<file path="config.mk">
export PLATFORM = sky130hd
export DESIGN_NAME = tc8_timer
export DESIGN_NICKNAME = d
export VERILOG_FILES = /design/src/design/tc8_pkg.sv /design/src/design/tc8_if.sv /design/src/design/tc8_clksel.sv /design/src/design/tc8_timer.sv /design/src/design/tc8_wavegen.sv
export SDC_FILE = /design/constraint.sdc
export NUM_CORES = 1
export LEC_CHECK = 0
export BUFFER_PORTS_ARGS = -buffer_cell sky130_fd_sc_hd__buf_2
export CAP_MARGIN = 20
export CORE_MARGIN = 4
export CORE_UTILIZATION = 56
export CTS_BUF_LIST = sky130_fd_sc_hd__clkbuf_4 sky130_fd_sc_hd__clkbuf_8
export DETAILED_ROUTE_END_ITERATION = 12
export GPL_TIMING_DRIVEN = 0
export MAX_ROUTING_LAYER = met4
export PLACE_DENSITY_LB_ADDON = 0.25
export SLEW_MARGIN = 0
export SYNTH_ARGS = -nofsm -noshare
export SYNTH_HDL_FRONTEND = slang
export SYNTH_SLANG_ARGS = --single-unit
</file>
<file path="constraint.sdc">
create_clock -name core_clk -period 2.4 [get_ports core_clk]
set_input_delay 0.48 -clock core_clk [delete_from_list [all_inputs] [get_ports core_clk]]
set_output_delay 0.48 -clock core_clk [all_outputs]
set_load 0.01 [all_outputs]
</file>
<file path="src/design/tc8_pkg.sv">
// Shared constants, types and decode functions of the 8-bit timer
package tc8_pkg;

  localparam logic [7:0] TC8_BOTTOM   = 8'h00;
  localparam logic [7:0] TC8_MAX      = 8'hff;
  localparam logic [7:0] TC8_ONE      = 8'h01;
  localparam logic [7:0] TC8_CNT_RST  = 8'h00;
  localparam logic [7:0] TC8_CMP_RST  = 8'h00;
  localparam logic [2:0] TC8_CS_STOP  = 3'h0;
  localparam logic [9:0] TC8_PRE_ONE  = 10'h001;
  localparam logic [9:0] TC8_PRE_RST  = 10'h000;

  typedef enum logic [1:0] {
    TC8_WGM_NORMAL   = 2'b00,
    TC8_WGM_PHASE    = 2'b01,
    TC8_WGM_CLRMATCH = 2'b10,
    TC8_WGM_FAST     = 2'b11
  } tc8_wgm_t;

  typedef enum logic [1:0] {
    TC8_COM_OFF    = 2'b00,
    TC8_COM_TOGGLE = 2'b01,
    TC8_COM_CLEAR  = 2'b10,
    TC8_COM_SET    = 2'b11
  } tc8_com_t;

  typedef enum logic {
    TC8_DIR_UP   = 1'b0,
    TC8_DIR_DOWN = 1'b1
  } tc8_dir_t;

  // Prescaler tap mask per clock source select code
  function automatic logic [9:0] tc8_div_mask(input logic [2:0] cs);
    case (cs)
      3'h2:    return 10'h007;
      3'h3:    return 10'h01f;
      3'h4:    return 10'h03f;
      3'h5:    return 10'h07f;
      3'h6:    return 10'h0ff;
      3'h7:    return 10'h3ff;
      default: return 10'h000;
    endcase
  endfunction

  function automatic logic tc8_is_pwm(input tc8_wgm_t m);
    return (m == TC8_WGM_PHASE) || (m == TC8_WGM_FAST);
  endfunction

endpackage

</file>
<file path="src/design/tc8_if.sv">
// Internal links between counter core, clock select and waveform unit
`timescale 1ns/1ps
interface tc8_if;
  import tc8_pkg::*;
  logic     tick;
  logic     cmp_ev;
  logic     force_ev;
  logic     at_max;
  tc8_dir_t dir;
  tc8_wgm_t wgm;
  tc8_com_t com;
  logic     oc;
  logic [2:0] cs;
  logic     async_sel;
  logic     xtal;

  modport ctr (output cmp_ev, force_ev, at_max, dir, wgm, com, cs,
               output async_sel, xtal, input tick, oc);
  modport clk (input cs, async_sel, xtal, output tick);
  modport wav (input tick, cmp_ev, force_ev, at_max, dir, wgm, com,
               output oc);
endinterface

</file>
<file path="src/design/tc8_clksel.sv">
// Timer clock select: source choice and prescaler, one-cycle tick enable
`timescale 1ns/1ps
module tc8_clksel
  import tc8_pkg::*;
(
  input wire logic core_clk,
  input wire logic reset_n,
  tc8_if.clk       ck
);

  logic       xtal_r;
  logic       xtal_nxt;
  logic [9:0] pre_r;
  logic [9:0] pre_nxt;
  logic       src_ev;
  logic       hit;

  always_comb begin
    xtal_nxt = ck.xtal;
    // crystal edge caught as an enable in the core clock domain
    src_ev = ck.async_sel ? (ck.xtal & ~xtal_r) : 1'b1;
    hit = (pre_r & tc8_div_mask(ck.cs)) == tc8_div_mask(ck.cs);
    pre_nxt = pre_r;
    if (ck.cs != TC8_CS_STOP && src_ev) begin
      pre_nxt = pre_r + TC8_PRE_ONE;
    end
  end

  assign ck.tick = (ck.cs != TC8_CS_STOP) && src_ev && hit;

  always_ff @(posedge core_clk or negedge reset_n) begin
    if (!reset_n) begin
      xtal_r <= 1'b0;
      pre_r  <= TC8_PRE_RST;
    end else begin
      xtal_r <= xtal_nxt;
      pre_r  <= pre_nxt;
    end
  end

endmodule // tc8_clksel

</file>
<file path="src/design/tc8_timer.sv">
// Top of the 8-bit timer/counter with one compare channel
`timescale 1ns/1ps

module tc8_timer
  import tc8_pkg::*;
(
  input  wire logic       core_clk,
  input  wire logic       reset_n,
  input  wire logic [1:0] waveform_mode,
  input  wire logic [1:0] compare_output_mode,
  input  wire logic [2:0] clock_source_select,
  input  wire logic       async_clock_select,
  input  wire logic       crystal_pin_in,
  input  wire logic       compare_irq_enable,
  input  wire logic       overflow_irq_enable,
  input  wire logic       force_compare_strobe,
  input  wire logic       counter_wr_en,
  input  wire logic [7:0] counter_wr_data,
  input  wire logic       compare_wr_en,
  input  wire logic [7:0] compare_wr_data,
  input  wire logic       compare_flag_clr,
  input  wire logic       overflow_flag_clr,
  input  wire logic       compare_irq_ack,
  input  wire logic       overflow_irq_ack,
  output logic      [7:0] counter_value,
  output logic      [7:0] compare_value,
  output logic            compare_match_flag,
  output logic            overflow_flag,
  output logic            compare_irq,
  output logic            overflow_irq,
  output logic            compare_output_pin
);

  // ********************************************
  // State
  // ********************************************
  // 8-bit counter and compare
  logic [7:0] cnt_r;
  logic [7:0] cnt_nxt;
  tc8_dir_t   dir_r;
  tc8_dir_t   dir_nxt;
  logic [7:0] buf_r;
  logic [7:0] buf_nxt;
  logic [7:0] ocr_r;
  logic [7:0] ocr_nxt;
  logic       blk_r;
  logic       blk_nxt;
  logic       cmpf_r;
  logic       cmpf_nxt;
  logic       ovff_r;
  logic       ovff_nxt;
  logic       cirq_r;
  logic       cirq_nxt;
  logic       oirq_r;
  logic       oirq_nxt;

  tc8_wgm_t   wgm;
  logic       tick;
  logic       match;
  logic       cmp_ev;
  logic       ovf_set;
  logic       ovf_ev;

  tc8_if      ifc ();

  // ********************************************
  // Submodules
  // ********************************************
  tc8_clksel i_tc8_clksel (
    .core_clk (core_clk),
    .reset_n  (reset_n),
    .ck       (ifc)
  );

  tc8_wavegen i_tc8_wavegen (
    .core_clk (core_clk),
    .reset_n  (reset_n),
    .wv       (ifc)
  );

  assign wgm  = tc8_wgm_t'(waveform_mode);
  assign tick = ifc.tick;

  assign match = (cnt_r == ocr_r);
  // match blocked on tick after a counter write
  assign cmp_ev = tick && match && !blk_r;
  assign ovf_ev = tick && ovf_set;

  assign ifc.cmp_ev    = cmp_ev;
  assign ifc.force_ev  = force_compare_strobe && !tc8_is_pwm(wgm);
  assign ifc.at_max    = (cnt_r == TC8_MAX);
  assign ifc.dir       = dir_r;
  assign ifc.wgm       = wgm;
  assign ifc.com       = tc8_com_t'(compare_output_mode);
  assign ifc.cs        = clock_source_select;
  assign ifc.async_sel = async_clock_select;
  assign ifc.xtal      = crystal_pin_in;

  // ********************************************
  // Counter unit
  // ********************************************
  always_comb begin
    cnt_nxt = cnt_r;
    dir_nxt = dir_r;
    ovf_set = 1'b0;
    // per-tick clear, count up or count down
    if (tick) begin
      unique case (wgm)
        // free-running up count, overflow at wrap
        TC8_WGM_NORMAL, TC8_WGM_FAST: begin
          cnt_nxt = cnt_r + TC8_ONE;
          dir_nxt = TC8_DIR_UP;
          ovf_set = (cnt_r == TC8_MAX);
        end
        TC8_WGM_CLRMATCH: begin
          cnt_nxt = (match && !blk_r) ? TC8_BOTTOM : cnt_r + TC8_ONE;
          dir_nxt = TC8_DIR_UP;
          ovf_set = (cnt_r == TC8_MAX);
        end
        // direction turns at max and at bottom
        TC8_WGM_PHASE: begin
          if (dir_r == TC8_DIR_UP) begin
            if (cnt_r == TC8_MAX) begin
              dir_nxt = TC8_DIR_DOWN;
              cnt_nxt = cnt_r - TC8_ONE;
            end else begin
              cnt_nxt = cnt_r + TC8_ONE;
            end
          end else if (cnt_r == TC8_BOTTOM) begin
            dir_nxt = TC8_DIR_UP;
            cnt_nxt = cnt_r + TC8_ONE;
            // overflow at bottom in phase mode
            ovf_set = 1'b1;
          end else begin
            cnt_nxt = cnt_r - TC8_ONE;
          end
        end
      endcase
    end
    if (counter_wr_en) begin
      cnt_nxt = counter_wr_data;
    end
    blk_nxt = counter_wr_en ? 1'b1 : (tick ? 1'b0 : blk_r);
  end

  always_ff @(posedge core_clk or negedge reset_n) begin
    if (!reset_n) begin
      cnt_r <= TC8_CNT_RST;
      dir_r <= TC8_DIR_UP;
      blk_r <= 1'b0;
    end else begin
      cnt_r <= cnt_nxt;
      dir_r <= dir_nxt;
      blk_r <= blk_nxt;
    end
  end

  // ********************************************
  // Compare value and buffer
  // ********************************************
  always_comb begin
    buf_nxt = compare_wr_en ? compare_wr_data : buf_r;
    ocr_nxt = ocr_r;
    // PWM compare reloads at top only, avoiding odd pulses
    if (!tc8_is_pwm(wgm)) begin
      ocr_nxt = buf_nxt;
    end else if (tick && cnt_r == TC8_MAX) begin
      ocr_nxt = buf_r;
    end
  end

  always_ff @(posedge core_clk or negedge reset_n) begin
    if (!reset_n) begin
      buf_r <= TC8_CMP_RST;
      ocr_r <= TC8_CMP_RST;
    end else begin
      buf_r <= buf_nxt;
      ocr_r <= ocr_nxt;
    end
  end

  // ********************************************
  // Flags and requests
  // ********************************************
  always_comb begin
    cmpf_nxt = cmp_ev ||
               (cmpf_r && !(compare_flag_clr || compare_irq_ack));
    ovff_nxt = ovf_ev ||
               (ovff_r && !(overflow_flag_clr || overflow_irq_ack));
    cirq_nxt = cmpf_nxt && compare_irq_enable;
    oirq_nxt = ovff_nxt && overflow_irq_enable;
  end

  always_ff @(posedge core_clk or negedge reset_n) begin
    if (!reset_n) begin
      cmpf_r <= 1'b0;
      ovff_r <= 1'b0;
      cirq_r <= 1'b0;
      oirq_r <= 1'b0;
    end else begin
      cmpf_r <= cmpf_nxt;
      ovff_r <= ovff_nxt;
      cirq_r <= cirq_nxt;
      oirq_r <= oirq_nxt;
    end
  end

  assign counter_value      = cnt_r;
  assign compare_value      = buf_r;
  assign compare_match_flag = cmpf_r;
  assign overflow_flag      = ovff_r;
  assign compare_irq        = cirq_r;
  assign overflow_irq       = oirq_r;
  assign compare_output_pin = ifc.oc;
endmodule // tc8_timer

</file>
<file path="src/design/tc8_wavegen.sv">
// Waveform generator driving the compare output level
`timescale 1ns/1ps
module tc8_wavegen
  import tc8_pkg::*;
(
  input wire logic core_clk,
  input wire logic reset_n,
  tc8_if.wav       wv
);

  logic oc_r;
  logic oc_nxt;

  always_comb begin
    oc_nxt = oc_r;
    if (!tc8_is_pwm(wv.wgm)) begin
      if (wv.cmp_ev || wv.force_ev) begin
        unique case (wv.com)
          TC8_COM_OFF:    oc_nxt = oc_r;
          TC8_COM_TOGGLE: oc_nxt = ~oc_r;
          TC8_COM_CLEAR:  oc_nxt = 1'b0;
          TC8_COM_SET:    oc_nxt = 1'b1;
        endcase
      end
    end else if (wv.wgm == TC8_WGM_FAST) begin
      if (wv.cmp_ev && wv.com == TC8_COM_CLEAR) begin
        oc_nxt = 1'b0;
      end else if (wv.cmp_ev && wv.com == TC8_COM_SET) begin
        oc_nxt = 1'b1;
      end
      // wrap to bottom wins, so a compare at max holds level
      if (wv.tick && wv.at_max && wv.com == TC8_COM_CLEAR) begin
        oc_nxt = 1'b1;
      end else if (wv.tick && wv.at_max && wv.com == TC8_COM_SET) begin
        oc_nxt = 1'b0;
      end
    end else if (wv.cmp_ev) begin
      if (wv.com == TC8_COM_CLEAR) begin
        oc_nxt = (wv.dir == TC8_DIR_DOWN);
      end else if (wv.com == TC8_COM_SET) begin
        oc_nxt = (wv.dir == TC8_DIR_UP);
      end
    end
  end

  always_ff @(posedge core_clk or negedge reset_n) begin
    if (!reset_n) begin
      oc_r <= 1'b0;
    end else begin
      oc_r <= oc_nxt;
    end
  end

  assign wv.oc = oc_r;
endmodule // tc8_wavegen

</file>
==> results.ini <==
[run_status]
status = finished clean

[cts]
clk_latency_ns = 0.30
clockBufferDepth = 2
clk_pin_slew_ns = 0.08
cts_tree = yes
cts_buffers = 5
cts_max_level = 2
clockRootBuffer = clkbuf_8
post-cts-setup-buffer-count = 0
clock-sinks = 42

[floorplanning]
initial_core_util_pct = 58.5
die_y_um = 75.9
pin_count = 57
rows = 24
dieWidth_um = 75.9
dieArea_mm2 = 0.00576
core_mm2 = 0.00441

[route]
detail_route.wl_per_cell_um = 14.9
vias_per_cell = 5.77
drtIter0Drc = 145
vias = 2185
drc = 0
dr.pass1.iters = 6
ant_nets = 0
routed_wl_mm = 5.63

[timing]
slew_violations = 0
slew_headroom_pct = 38.9
fin_crit_sh_pct = 94.3
finalHoldViolations = 0
tightest_slew_ns = 0.917
finalSetupViolCount = 0
min_period_ns = 2.26
finClkSkew_ns = 0.00517
fmax_mhz = 442
fin_tns_setup_ns = 0
grt_setup_unrepaired = false
setup_ws_ns = 0.137

[placed_design]
place_ws_ns = 0.0957
portBuffers = 56
hpwl_mm = 4.20
gp_congestion = 0.828

[global_routing]
antenna_found_initial = 0
grt_max_degree = 43
gr-total-overflow = 0
grt_pass1_vias = 2092
globalRouteTotalUtil_pct = 20.3
grt_pass1_wl_mm = 9.52

[critical_path]
r2r-end = counter_value[6]
cp_cell_sequence = ha_1 -> and3_2 -> a21oi_1 -> or4b_1 -> buf_6 -> nor2_2 -> nand3_1 -> a41oi_1
r2r_start = counter_value[1]
crit_fanout = 9
slowest_stage = dfrtp_1
arrival_ns = 2.48
crit_required_ns = 2.61
worstSetupPathType = flop to flop
endpoint_kind = flop
cpPeakStageDelay_ns = 0.52
r2r_slack_ns = 0.14
reg2reg_depth = 8
startpoint_type = flop

[worst_hold_path]
min_path_type = primary input to asynchronous set/reset pin

[run]
drv_cap = 0

[synth]
netlist_area_mm2 = 0.00258
yosys.area.top_type = dfrtp_1
async_flop_share_pct = 100
synth_enable_flop_cells = 0
synth-seq-cells = 42
synth_cell_types = 53
ys_warn_count = 0
syn_nets = 306
synthCells = 263
synth_area_leaders = dfrtp_1 41%, xnor2_1 5.4%, mux2_2 4.4%
synth.top_cell.area_share_pct = 40.7
synth_flop_cell = dfrtp_1
ys_seq_area_share_pct = 40.7
avgSynthCellArea_um2 = 9.82

[finish]
fin_nets = 369
diodes = 0
area_growth_pct = 17.8
drive_gt1_share_pct = 31.2
nFillCells = 359

[pwr]
leakage_nw = 1.41
ir_drop_uv = 401
power.density_mw_per_mm2 = 680

==> final cells by class <==
| class | instances | area, µm² | area share [%] |
|---|---|---|---|
| clock inverter | 2 | 37.5 | 1.23 |
| inverter | 8 | 30.0 | 0.987 |
| tap | 52 | 65.1 | 2.14 |
| clock buffer | 6 | 76.3 | 2.51 |
| buffer | 13 | 123 | 4.03 |
| multi-input combinational | 200 | 1380 | 45.3 |
| timing repair buffer | 56 | 280 | 9.21 |
| sequential | 42 | 1050 | 34.6 |
==> report_power, final <==
group	internal, mW	switching [mW]	leakage, nW
logic	0.269	0.274	0.853
registers	0.826	0.124	0.507
clock network	0.322	0.256	0.0548
total	1.42	0.653	1.41
==> flip-flops by register name, summed over array words and instances (netlist names) <==
signal,flops
blk_r,1
compare_irq,1
compare_match_flag,1
compare_value,8
counter_value,8
dir_r,1
i_tc8_clksel.pre_r,10
i_tc8_clksel.xtal_r,1
i_tc8_wavegen.wv.oc,1
ocr_r,8
overflow_flag,1
overflow_irq,1
==> how the worst max path moves through the flow <==
stage                                      start  slack, ns             endpoint  depth (start not counted)
after floorplan                 counter_value[3]       0.31  i_tc8_wavegen.wv.oc                          7
after global placement    clock_source_select[2]       0.11     counter_value[2]                          8
after detailed placement  clock_source_select[2]        0.1     counter_value[7]                          8
after CTS                       counter_value[5]       0.14     counter_value[1]                          7
after global routing            counter_value[1]      0.002     counter_value[6]                          8
final                           counter_value[1]       0.14     counter_value[6]                          8
==> logic make-up (layout without fill, tap and decap cells) <==
logic type	count (synthesis)	in the layout	share of synthesized area (%)
buffers and inverters	21	85	5.91
AOI/OAI and AO/OA	62	62	17.1
DFF	42	42	40.7
xor gates and xnor gates	21	21	7.12
muxes	16	16	6.69
adders and majority gates	7	7	3.39
and+or+nand+nor	94	94	19.1
==> worst max-delay path: cells and delay by family (launching register included) <==
family,cells,cell delay (ns)
simple gates,4,0.93
compound gates,2,0.31
buf+inv,1,0.16
fa+ha+maj,1,0.26
flops,1,0.52
==> per-stage QoR <==
step                cell area, µm²  cells  power, mW  hold slack [ns]  util [%]
floorplan                     2580    263       1.33            0.184         -
global placement              2930    371       1.49            0.458      66.3
detailed placement            2930    371       1.50            0.467      66.3
CTS                           3040    379       2.08            0.299      68.9
global route                  3040    379       2.20            0.297      68.9
finish                        3040    379       2.07            0.308      68.9
==> cell usage after synthesis (all sizes together) (7+ instances only) <==
| master | instances |
|---|---|
| a21oi | 13 |
| buf | 9 |
| dfrtp | 42 |
| ha | 7 |
| inv | 8 |
| mux2 | 10 |
| nand2 | 27 |
| nand4 | 7 |
| nor2 | 22 |
| nor3 | 7 |
| o21ai | 18 |
| xnor2 | 16 |
==> repair_timing <==
| item | 4_1_cts | 5_1_grt |
|---|---|---|
| endpoints found under the setup margin | 0 | 4 |
| resized for setup | 0 | 1 |
| hold buffers | 0 | 0 |
| endpoints found under the hold margin | 0 | 0 |
==> metal layers <==
| metal | wire (µm) | vias up | GRT usage [%] |
|---|---|---|---|
| li1 | - | 1076 | - |
| met1 | 2470 | 1042 | 25.4 |
| met2 | 2770 | 62 | 31.8 |
| met3 | 350 | 5 | 5.21 |
| met4 | 38 | 0 | 6.94 |
| met5 | 0 | - | - |
==> layout by cell type, fill, tap and decap left out, types with 2 or more instances in the layout <==
master,n
o22ai_1,2
o31ai_1,2
buf_4,3
o221a_2,4
nand3_1,5
nand3b_1,3
ha_1,7
xor2_1,5
mux2_2,10
and3_1,4
a41oi_1,2
o21ai_0,18
nand2b_1,5
nand2_1,27
buf_6,5
or4_4,2
nor2_1,21
a21oi_1,11
a31oi_1,3
nor3_1,7
nand4_1,7
a21oi_2,2
inv_1,8
dfrtp_1,41
a21o_1,5
nor4_1,2
a32oi_1,2
mux2i_1,6
buf_2,56
and2_1,3
xnor2_1,16
clkbuf_8,7
No activity file was read; power rests on OpenSTA's default activity.
